$ cat src/logic/dbr_pkg.sv
// Contract
// - 32-bit debug status register; hardware sets flags on detected events.
// - Events set status flags even when every debug mode is switched off.
// - Last-reset bits 22:23 change only on reset: 00 none .. 11 system.
// - Bit 0 instruction-complete, bit 1 branch-taken; one means occurred.
// - Bit 2 exception-taken, bit 3 trap instruction, bit 4 unconditional.
// - Instruction-address compares one to four report in bits 5, 6, 12, 13.
// - Data-address compares: bit 7 1-read, 8 1-write, 9 2-read, 10 2-write.
// - Bit 11 set by events with debug interrupts disabled, never when enabled.
// - Status write clears each event flag written one, keeps each bit written zero.
// - Writes never load status, they only clear; reads show the flags.
// - Status register is privileged special-purpose register 0x3f0.
// - Four 32-bit instruction compares at 0x3f4, 0x3f5, 0x3b4, 0x3b5.
// - Two 32-bit data-address compares at 0x3f6, 0x3f7, any byte address.
// - Two 32-bit data-value compare registers at 0x3b6, 0x3b7, any value.
// - Compare registers: privileged, read and written by move instructions.
// - No complete/branch flag with internal on, exceptions off, external off.
package dbr_pkg;

    localparam int XLEN      = 32;
    localparam int SPRW      = 10;
    localparam int NUM_IAC   = 4;
    localparam int NUM_DAC   = 2;
    localparam int NUM_DVC   = 2;
    localparam int KINDW     = 2;

    // =========================================================
    // Special-purpose register numbers
    // =========================================================
    localparam logic [SPRW-1:0] SPR_STATUS = 10'h3f0;
    localparam logic [SPRW-1:0] SPR_INSTR_ADDR_CMP_1   = 10'h3f4;
    localparam logic [SPRW-1:0] SPR_INSTR_ADDR_CMP_2   = 10'h3f5;
    localparam logic [SPRW-1:0] SPR_INSTR_ADDR_CMP_3   = 10'h3b4;
    localparam logic [SPRW-1:0] SPR_INSTR_ADDR_CMP_4   = 10'h3b5;
    localparam logic [SPRW-1:0] SPR_DATA_ADDR_CMP_1   = 10'h3f6;
    localparam logic [SPRW-1:0] SPR_DATA_ADDR_CMP_2   = 10'h3f7;
    localparam logic [SPRW-1:0] SPR_DATA_VALUE_CMP_1   = 10'h3b6;
    localparam logic [SPRW-1:0] SPR_DATA_VALUE_CMP_2   = 10'h3b7;

    // =========================================================
    // Status fields, big-endian numbering: bit 0 is the MSB
    // =========================================================
    function automatic int be_bit(input int n);
        return XLEN - 1 - n;
    endfunction : be_bit

    localparam int BIT_IC    = be_bit(0);
    localparam int BIT_BT    = be_bit(1);
    localparam int BIT_EXC   = be_bit(2);
    localparam int BIT_TRAP  = be_bit(3);
    localparam int BIT_UNC   = be_bit(4);
    localparam int BIT_IA1   = be_bit(5);
    localparam int BIT_IA2   = be_bit(6);
    localparam int BIT_DR1   = be_bit(7);
    localparam int BIT_DW1   = be_bit(8);
    localparam int BIT_DR2   = be_bit(9);
    localparam int BIT_DW2   = be_bit(10);
    localparam int BIT_IMP   = be_bit(11);
    localparam int BIT_IA3   = be_bit(12);
    localparam int BIT_IA4   = be_bit(13);
    localparam int BIT_KIND  = be_bit(23);

    // Only event flags may be cleared; kind and reserved bits never
    localparam logic [XLEN-1:0] FLAG_MASK = 32'hfffc0000;

    localparam logic [KINDW-1:0] KIND_NONE   = 2'h0;
    localparam logic [KINDW-1:0] KIND_PROC   = 2'h1;
    localparam logic [KINDW-1:0] KIND_CHIP   = 2'h2;
    localparam logic [KINDW-1:0] KIND_SYSTEM = 2'h3;

    localparam logic [XLEN-1:0] CMP_RESET    = 32'h00000000;
    localparam logic [XLEN-1:0] STATUS_RESET = 32'h00000000;

    typedef struct packed {
        logic [NUM_IAC-1:0][XLEN-1:0] iac;
        logic [NUM_DAC-1:0][XLEN-1:0] dac;
        logic [NUM_DVC-1:0][XLEN-1:0] dvc;
        logic [XLEN-1:0]              rdata;
        logic                         ack;
        logic                         fault;
        logic                         hit;
        logic                         kind_taken;
    } dbr_main_state_t;

    typedef struct packed {
        logic [XLEN-1:0] status;
    } dbr_stat_state_t;

endpackage : dbr_pkg

$ cat src/logic/dbr_stat_if.sv
interface dbr_stat_if;
    logic [dbr_pkg::XLEN-1:0]  set_mask;
    logic [dbr_pkg::XLEN-1:0]  clr_mask;
    logic                      kind_load;
    logic [dbr_pkg::KINDW-1:0] kind;
    logic [dbr_pkg::XLEN-1:0]  status;

    modport ctl (
        output set_mask,
        output clr_mask,
        output kind_load,
        output kind,
        input  status
    );
    modport stat (
        input  set_mask,
        input  clr_mask,
        input  kind_load,
        input  kind,
        output status
    );
endinterface : dbr_stat_if

$ cat src/logic/dbr_regs.sv
module dbr_regs #(
    parameter int NUM_IAC = dbr_pkg::NUM_IAC,
    parameter int NUM_DAC = dbr_pkg::NUM_DAC,
    parameter int NUM_DVC = dbr_pkg::NUM_DVC
) (
    input  wire logic                            clk_i,
    input  wire logic                            reset_n_i,
    // Move-to / move-from special register port
    input  wire logic                            spr_valid_i,
    input  wire logic                            spr_write_i,
    input  wire logic [dbr_pkg::SPRW-1:0]        spr_addr_i,
    input  wire logic [dbr_pkg::XLEN-1:0]        source_operand_reg_i,
    input  wire logic                            spr_priv_i,
    output logic                                 spr_ack_o,
    output logic                                 spr_hit_o,
    output logic                                 spr_priv_fault_o,
    output logic [dbr_pkg::XLEN-1:0]             spr_rdata_o,
    // Reset kind report
    input  wire logic                            reset_note_i,
    input  wire logic [dbr_pkg::KINDW-1:0]       reset_kind_i,
    // Debug mode state
    input  wire logic                            internal_debug_en_i,
    input  wire logic                            external_debug_en_i,
    input  wire logic                            debug_exc_en_i,
    input  wire logic                            debug_interrupt_enable_i,
    // Detected debug events, one-cycle pulses
    input  wire logic                            evt_instr_complete_i,
    input  wire logic                            evt_branch_taken_i,
    input  wire logic                            evt_exception_i,
    input  wire logic                            evt_trap_i,
    input  wire logic                            evt_unconditional_i,
    input  wire logic [3:0]                      evt_iaddr_i,
    input  wire logic [1:0]                      evt_daddr_rd_i,
    input  wire logic [1:0]                      evt_daddr_wr_i,
    // Register contents toward the event logic
    output logic [dbr_pkg::XLEN-1:0]             debug_status_reg_o,
    output logic [3:0][dbr_pkg::XLEN-1:0]        instr_addr_cmp_o,
    output logic [1:0][dbr_pkg::XLEN-1:0]        data_addr_cmp_o,
    output logic [1:0][dbr_pkg::XLEN-1:0]        data_value_cmp_o
);

    dbr_pkg::dbr_main_state_t s_r;
    dbr_pkg::dbr_main_state_t s_nxt;

    dbr_stat_if st ();

    dbr_status u_status (
        .clk_i     (clk_i),
        .reset_n_i (reset_n_i),
        .st        (st.stat)
    );

    // =========================================================
    // Register number decode
    // =========================================================
    typedef enum logic [9:0] {
        SEL_NONE   = 10'h000,
        SEL_STATUS = 10'h001,
        SEL_INSTR_ADDR_CMP_1   = 10'h002,
        SEL_INSTR_ADDR_CMP_2   = 10'h004,
        SEL_INSTR_ADDR_CMP_3   = 10'h008,
        SEL_INSTR_ADDR_CMP_4   = 10'h010,
        SEL_DATA_ADDR_CMP_1   = 10'h020,
        SEL_DATA_ADDR_CMP_2   = 10'h040,
        SEL_DATA_VALUE_CMP_1   = 10'h080,
        SEL_DATA_VALUE_CMP_2   = 10'h100
    } dbr_sel_t;

    function automatic dbr_sel_t decode_spr(
        input logic [dbr_pkg::SPRW-1:0] a
    );
        case (a)
            dbr_pkg::SPR_STATUS: return SEL_STATUS;
            dbr_pkg::SPR_INSTR_ADDR_CMP_1:   return SEL_INSTR_ADDR_CMP_1;
            dbr_pkg::SPR_INSTR_ADDR_CMP_2:   return SEL_INSTR_ADDR_CMP_2;
            dbr_pkg::SPR_INSTR_ADDR_CMP_3:   return SEL_INSTR_ADDR_CMP_3;
            dbr_pkg::SPR_INSTR_ADDR_CMP_4:   return SEL_INSTR_ADDR_CMP_4;
            dbr_pkg::SPR_DATA_ADDR_CMP_1:   return SEL_DATA_ADDR_CMP_1;
            dbr_pkg::SPR_DATA_ADDR_CMP_2:   return SEL_DATA_ADDR_CMP_2;
            dbr_pkg::SPR_DATA_VALUE_CMP_1:   return SEL_DATA_VALUE_CMP_1;
            dbr_pkg::SPR_DATA_VALUE_CMP_2:   return SEL_DATA_VALUE_CMP_2;
            default:             return SEL_NONE;
        endcase
    endfunction : decode_spr

    dbr_sel_t                  sel;
    logic                      acc;
    logic                      wr;
    logic                      ic_quiet;
    logic [dbr_pkg::XLEN-1:0]  set_mask;
    logic [dbr_pkg::XLEN-1:0]  rd_val;

    // =========================================================
    // Event to flag mapping
    // =========================================================
    // Completion can fire every cycle; hide it when nobody acts on it
    assign ic_quiet = internal_debug_en_i && !debug_exc_en_i
                      && !external_debug_en_i;

    always_comb begin
        set_mask = '0;
        // Mode gating only on completion and branch-taken; every other event always sets its flag
        set_mask[dbr_pkg::BIT_IC]   = evt_instr_complete_i
                                      && !ic_quiet;
        set_mask[dbr_pkg::BIT_BT]   = evt_branch_taken_i
                                      && !ic_quiet;
        set_mask[dbr_pkg::BIT_EXC]  = evt_exception_i;
        set_mask[dbr_pkg::BIT_TRAP] = evt_trap_i;
        set_mask[dbr_pkg::BIT_UNC]  = evt_unconditional_i;
        set_mask[dbr_pkg::BIT_IA1]  = evt_iaddr_i[0];
        set_mask[dbr_pkg::BIT_IA2]  = evt_iaddr_i[1];
        set_mask[dbr_pkg::BIT_IA3]  = evt_iaddr_i[2];
        set_mask[dbr_pkg::BIT_IA4]  = evt_iaddr_i[3];
        set_mask[dbr_pkg::BIT_DR1]  = evt_daddr_rd_i[0];
        set_mask[dbr_pkg::BIT_DW1]  = evt_daddr_wr_i[0];
        set_mask[dbr_pkg::BIT_DR2]  = evt_daddr_rd_i[1];
        set_mask[dbr_pkg::BIT_DW2]  = evt_daddr_wr_i[1];
        // Imprecise only for events that actually recorded a flag
        set_mask[dbr_pkg::BIT_IMP]  = (|set_mask)
                                      && !debug_interrupt_enable_i;
    end

    assign st.set_mask = set_mask;

    // =========================================================
    // Special register access
    // =========================================================
    assign sel = decode_spr(spr_addr_i);
    assign acc = spr_valid_i && spr_priv_i && (sel != SEL_NONE);
    assign wr  = acc && spr_write_i;

    // Status write is a clear mask, never a load
    assign st.clr_mask = (wr && sel == SEL_STATUS)
                         ? source_operand_reg_i : '0;

    // Reset kind: taken once after release, then on each reset note
    assign st.kind_load = !s_r.kind_taken || reset_note_i;
    assign st.kind      = reset_kind_i;

    always_comb begin
        case (sel)
            SEL_STATUS: rd_val = st.status;
            SEL_INSTR_ADDR_CMP_1:   rd_val = s_r.iac[0];
            SEL_INSTR_ADDR_CMP_2:   rd_val = s_r.iac[1];
            SEL_INSTR_ADDR_CMP_3:   rd_val = s_r.iac[2];
            SEL_INSTR_ADDR_CMP_4:   rd_val = s_r.iac[3];
            SEL_DATA_ADDR_CMP_1:   rd_val = s_r.dac[0];
            SEL_DATA_ADDR_CMP_2:   rd_val = s_r.dac[1];
            SEL_DATA_VALUE_CMP_1:   rd_val = s_r.dvc[0];
            SEL_DATA_VALUE_CMP_2:   rd_val = s_r.dvc[1];
            default:    rd_val = '0;
        endcase
    end

    always_comb begin
        s_nxt            = s_r;
        s_nxt.kind_taken = 1'b1;
        s_nxt.ack        = spr_valid_i;
        s_nxt.hit        = spr_valid_i && (sel != SEL_NONE);
        // Unprivileged access neither reads nor writes
        s_nxt.fault      = spr_valid_i && !spr_priv_i;
        s_nxt.rdata      = (acc && !spr_write_i) ? rd_val : '0;
        if (wr) begin
            // Stored as written; alignment is software's duty
            case (sel)
                SEL_INSTR_ADDR_CMP_1: s_nxt.iac[0] = source_operand_reg_i;
                SEL_INSTR_ADDR_CMP_2: s_nxt.iac[1] = source_operand_reg_i;
                SEL_INSTR_ADDR_CMP_3: s_nxt.iac[2] = source_operand_reg_i;
                SEL_INSTR_ADDR_CMP_4: s_nxt.iac[3] = source_operand_reg_i;
                SEL_DATA_ADDR_CMP_1: s_nxt.dac[0] = source_operand_reg_i;
                SEL_DATA_ADDR_CMP_2: s_nxt.dac[1] = source_operand_reg_i;
                SEL_DATA_VALUE_CMP_1: s_nxt.dvc[0] = source_operand_reg_i;
                SEL_DATA_VALUE_CMP_2: s_nxt.dvc[1] = source_operand_reg_i;
                default: begin
                end
            endcase
        end
    end

    always_ff @(posedge clk_i or negedge reset_n_i) begin
        if (!reset_n_i) begin
            s_r.iac        <= {NUM_IAC{dbr_pkg::CMP_RESET}};
            s_r.dac        <= {NUM_DAC{dbr_pkg::CMP_RESET}};
            s_r.dvc        <= {NUM_DVC{dbr_pkg::CMP_RESET}};
            s_r.rdata      <= '0;
            s_r.ack        <= 1'b0;
            s_r.fault      <= 1'b0;
            s_r.hit        <= 1'b0;
            s_r.kind_taken <= 1'b0;
        end else begin
            s_r <= s_nxt;
        end
    end

    // =========================================================
    // Outputs, all from flip-flops
    // =========================================================
    assign spr_ack_o          = s_r.ack;
    assign spr_hit_o          = s_r.hit;
    assign spr_priv_fault_o   = s_r.fault;
    assign spr_rdata_o        = s_r.rdata;
    assign debug_status_reg_o = st.status;
    assign instr_addr_cmp_o   = s_r.iac;
    assign data_addr_cmp_o    = s_r.dac;
    assign data_value_cmp_o   = s_r.dvc;

endmodule : dbr_regs

$ cat src/logic/dbr_status.sv
module dbr_status (
    input  wire logic   clk_i,
    input  wire logic   reset_n_i,
    dbr_stat_if.stat    st
);

    dbr_pkg::dbr_stat_state_t s_r;
    dbr_pkg::dbr_stat_state_t s_nxt;

    // =========================================================
    // Flag update: set wins over a same-cycle clear
    // =========================================================
    always_comb begin
        s_nxt = s_r;
        s_nxt.status = (s_r.status
                        & ~(st.clr_mask & dbr_pkg::FLAG_MASK))
                       | (st.set_mask & dbr_pkg::FLAG_MASK);
        if (st.kind_load) begin
            s_nxt.status[dbr_pkg::BIT_KIND +: dbr_pkg::KINDW] = st.kind;
        end
    end

    always_ff @(posedge clk_i or negedge reset_n_i) begin
        if (!reset_n_i) begin
            s_r <= '{status: dbr_pkg::STATUS_RESET};
        end else begin
            s_r <= s_nxt;
        end
    end

    assign st.status = s_r.status;

endmodule : dbr_status

$ cat config.mk
export PLATFORM = sky130hd
export DESIGN_NAME = dbr_regs
export DESIGN_NICKNAME = d
export VERILOG_FILES = /design/src/logic/dbr_pkg.sv /design/src/logic/dbr_stat_if.sv /design/src/logic/dbr_regs.sv /design/src/logic/dbr_status.sv
export SDC_FILE = /design/constraint.sdc
export NUM_CORES = 1
export LEC_CHECK = 0
export BUFFER_PORTS_ARGS = -buffer_cell sky130_fd_sc_hd__buf_2
export CAP_MARGIN = 40
export CORE_UTILIZATION = 30
export CTS_BUF_LIST = sky130_fd_sc_hd__clkbuf_4 sky130_fd_sc_hd__clkbuf_8
export DETAILED_ROUTE_END_ITERATION = 16
export GPL_TIMING_DRIVEN = 0
export PLACE_DENSITY_LB_ADDON = 0.08
export SYNTH_ARGS = -nofsm -noshare
export SYNTH_HDL_FRONTEND = slang
export SYNTH_HIERARCHICAL = 1
export SYNTH_SLANG_ARGS = --single-unit
$ cat constraint.sdc
create_clock -name clk_i -period 4.1 [get_ports clk_i]
set_input_delay 0.615 -clock clk_i [delete_from_list [all_inputs] [get_ports clk_i]]
set_output_delay 0.615 -clock clk_i [all_outputs]
set_load 0.01 [all_outputs]
# Word-level counts from Yosys, hierarchy flattened
# Cells that the tools add are included.
# totals
regBits	324
output_inout_bits	323
in_bits	67
# classes
eq_ne	18
bitwise	3
muxes	5
n_reduce_logical	30
# ops
operator	count
one-hot mux 32 bit (9 select lines)	1
equality test 10 bit, second input constant	9
one-hot mux 9 bit (9 select lines)	1
2-to-1 mux 32 bit	2
bitwise AND 32 bit	1
inverter 32 bit	1
OR 32 bit	1
AND reduction 2 bit	8
OR reduction 13 bit	1
logical AND 1 bit	12
equality test 10 x 1 -> 1 bit, second input constant	1
nonzero test 10 bit	1
equality test 9 x 2 -> 1 bit, second input constant	1
equality test 9 x 3 -> 1 bit, second input constant	1
equality test 9 x 4 -> 1 bit, second input constant	1
equality test 9 x 5 -> 1 bit, second input constant	1
equality test 9 x 6 -> 1 bit, second input constant	1
equality test 9 x 7 -> 1 bit, second input constant	1
equality test 9 x 8 -> 1 bit, second input constant	1
equality test 9 bit, second input constant	1
logical NOT 1 bit	7
2-to-1 mux 2 bit	1
logical OR 1 bit	1

# Logic depth before layout (Yosys ltp)
# logic_depth
ltp_word	11
mapped_depth	9

# Cells and area by module
# The synthesis kept the hierarchy.
# modules_own_cells
module	area_each_um2	seq_area_each_um2	cells_per_inst	n_inst
dbr_regs	15424.8	7307.0	1265	1
dbr_status	711.9	400.4	63	1

# Worst setup path before layout
# Ideal clock, no wire load.
# synth_timing
path_kind	input port to flip-flop
start	in spr_addr_i[8] (netlist bit)
end	reg s_r, in the netlist data_addr_cmp_o[10]
slack_ps	1635
t_arrival_ps	2340
setup_ps	125
required_ps	3975
path_stages	8
n_path_buf	3
path_cell_list	nand2_1 -> or2_1 -> buf_2 -> or3_1 -> buf_2 -> nor3_4 -> buf_6 -> mux2_2
# synth_via
elab_chain_cells	6
# synth_lines
element	line_no	text
from (decl)	dbr_regs.sv:11	input wire logic [dbr_pkg::SPRW-1:0] spr_addr_i,
equality test 10 bit	dbr_regs.sv:72	case (a)
one-hot mux 9 bit (9 select lines) *	dbr_regs.sv:72	
nonzero test 10 bit	dbr_regs.sv:129	assign acc = spr_valid_i && spr_priv_i && (sel != SEL_NONE);
logical AND 1 bit	dbr_regs.sv:129	
logical AND 1 bit	dbr_regs.sv:130	assign wr = acc && spr_write_i;
AND reduction 2 bit (no source line) *	-	
to (signal assigned)	dbr_regs.sv:191	s_r <= s_nxt;
to (decl)	dbr_regs.sv:42	dbr_pkg::dbr_main_state_t s_r;
# Every way passes the cells marked *; elsewhere a longest branch is shown, timed or not.
# A chain may end at the register's enable or synchronous reset.

# Final worst setup path
# layout_timing
start	in spr_addr_i[0] (netlist bit)
end	reg s_r, in the netlist instr_addr_cmp_o[113]
# Same word-level chain as after synthesis.

==> reports/metrics.cfg <==
[worst_setup_path]
path_buf_inv=4
worst_path_most_repeated_cell=buf_2
cp-end-kind=register
critical_path_required_ns=4.63
cpLargestDelayFamily=simple AND/OR/NAND/NOR gates
timing.rr.start=data_addr_cmp_o[48]$_DFFE_PN0P_
cp_slowest_stage_delay_ns=0.93
arrival_ns=3.92
critPathLaunchType=input pin
cp_max_fo=10
cp_cell_sequence=buf_2, buf_2, nand3b_1, nor2_1, nand3_1, clkbuf_1, buf_8, mux2_2
reg2regPathDepth=4
path_class=input pin to register
r2r_slack_ns=2.62
worstSetupStartpoint=spr_addr_i[0]
slowest_stage=nor2_1
reg2reg_to=spr_rdata_o[16]$_DFF_PN0_

[sta]
final.period_utilization=0.828
layout_min_cycle_time_ns=3.39
slew_viol_final=0
hold_ws_ns=0.0321
tightest_slew_ns=1.01
fin_skew_ns=0.0220
final_hold_viol_count=0
max_slew_margin=0.329
fmax_ghz=0.295
grt_setup_unrepaired=no
setup_viol=0

[floorplanning]
core_sq_mm=0.0527
die-area_sq_mm=0.0543
die_y_um=233
die_x_um=233
io_pins=390
start_util=0.304
rows=84

[grt]
antenna_found_initial=6
grt_overflow=0
grt_max_degree=110
grt_first_pass_wirelength_um=86600
gr-usage-all-layers=0.227
grt_pass1_vias=12153

[worst_hold_path]
min_path_type=input pin to async pin

[power]
combPwrFrac=0.061
power_density_mw_per_mm2=327
power.share.sequential=0.456
internal_power_mw=5.06
pwr-share-clk=0.483
ir_drop_v=0.000183
switchingPower_mw=1.66
finalPower_mw=6.72
switching_share=0.247
total_leakage_power_nw=11.3

[synth]
synth_area_sq_mm=0.0160
yosysWarnings=6
synth_area_per_cell_sq_um=12.2
netlist_instances=1308

[layout]
drive_gt1_frac=0.620
area_delta_synth_final_pct=28.3
multi_input_area_sq_mm=0.00576
regArea_sq_mm=0.00771
instances_no_fill=2525
fillCellCount=5320
final_nets=1857

[placement]
dp_hpwl_um=45600
place.gp.congestion=0.789
port_buffers=372
placed_cells=2418

[routing]
avgRoutedWirePerCell_um=24.6
via_count=11653
antenna_left=0
vias_per_cell=4.62
firstDrtPassIters=5
drt-total-wl_um=62000
drc_errors=0
dr.first_iter.drc_count=499

[clock_tree]
cts_made_buffers=58
clock_path_buffers=3
ctsHoldBuffers=0
ctsResizeCount=0
cts_tree=yes
clock_sinks=308
cts-root-buf=clkbuf_8
path_clk_slew_ns=0.06
insertion_delay_ns=0.65
h-tree-depth=2
postCtsSetupRepairBufs=0

[status]
status=completed

[flow_run]
drv_cap=0

==> power by group through the flow <==
stage | sequential (mW) | clock, mW | combinational (mW)
finish | 3.07 | 3.25 | 0.408
global route | 3.07 | 3.51 | 0.444
CTS | 3.07 | 3.37 | 0.417
detailed placement | 3.12 | 0 | 0.416
global placement | 3.12 | 0 | 0.391
floorplan | 3.12 | 0 | 0.148
==> routing by layer <==
layer,GRT usage,wire [um],vias up
li1,-,-,5246
met1,0.295,26900,5926
met2,0.363,29000,373
met3,0.0570,4220,104
met4,0.0803,1840,4
met5,0,21,-
==> placed cells by master, fill, tap and decap left out, drive strengths merged, types with 13 or more instances in the layout <==
master / instances
a21o: 14
a21oi: 16
a22oi: 22
and2: 17
buf: 737
clkbuf: 136
conb: 17
dfrtp: 308
inv: 15
mux2: 283
mux2i: 77
nand2: 43
nor2: 18
o21ai: 13
o22ai: 29
==> flip-flops by register name, summed over array words and instances (netlist names) <==
name,flops
u_status/st.status,16
data_value_cmp_o,64
spr_hit_o,1
data_addr_cmp_o,64
spr_rdata_o,32
spr_ack_o,1
s_r,1
instr_addr_cmp_o,128
spr_priv_fault_o,1
==> final cells by class <==
cell class                      count  area share
Sequential cell                   308       0.375
Multi-Input combinational cell    635       0.280
Buffer                            365       0.125
Timing Repair Buffer              407       0.114
Clock buffer                      101      0.0603
Tap cell                          688      0.0419
Inverter                           15     0.00274
Clock inverter                      2    0.000609
Antenna cell                        4    0.000487
==> worst register-to-register path, delay by kind of cell, from the launching register on <==
family / cells / cell delay [ns]
AOI/OAI and AO/OA: 3 / 0.50
muxes: 1 / 0.47
DFF: 1 / 0.40
==> per-stage QoR <==
step           setup WS [ns]   util  cell area, sq um  TNS [ns]
2_1_floorplan           1.63      -             16100         0
3_3_place_gp           -4.22  0.357             18800  -1288.19
3_5_place_dp           0.107  0.366             19300         0
4_1_cts                0.821  0.390             20500         0
5_1_grt                0.697  0.390             20500         0
6_report               0.707  0.390             20600         0
==> worst max path at each step <==
stage                                             end  slack (ns)  depth (start not counted)
finish              instr_addr_cmp_o[113]$_DFFE_PN0P_        0.71                          8
global route         instr_addr_cmp_o[59]$_DFFE_PN0P_        0.70                          8
CTS                  instr_addr_cmp_o[62]$_DFFE_PN0P_        0.82                          8
detailed placement   instr_addr_cmp_o[62]$_DFFE_PN0P_        0.11                          8
global placement     instr_addr_cmp_o[45]$_DFFE_PN0P_       -4.22                          1
floorplan             data_addr_cmp_o[10]$_DFFE_PN0P_        1.63                          8
(Power assumes the default switching activity.)
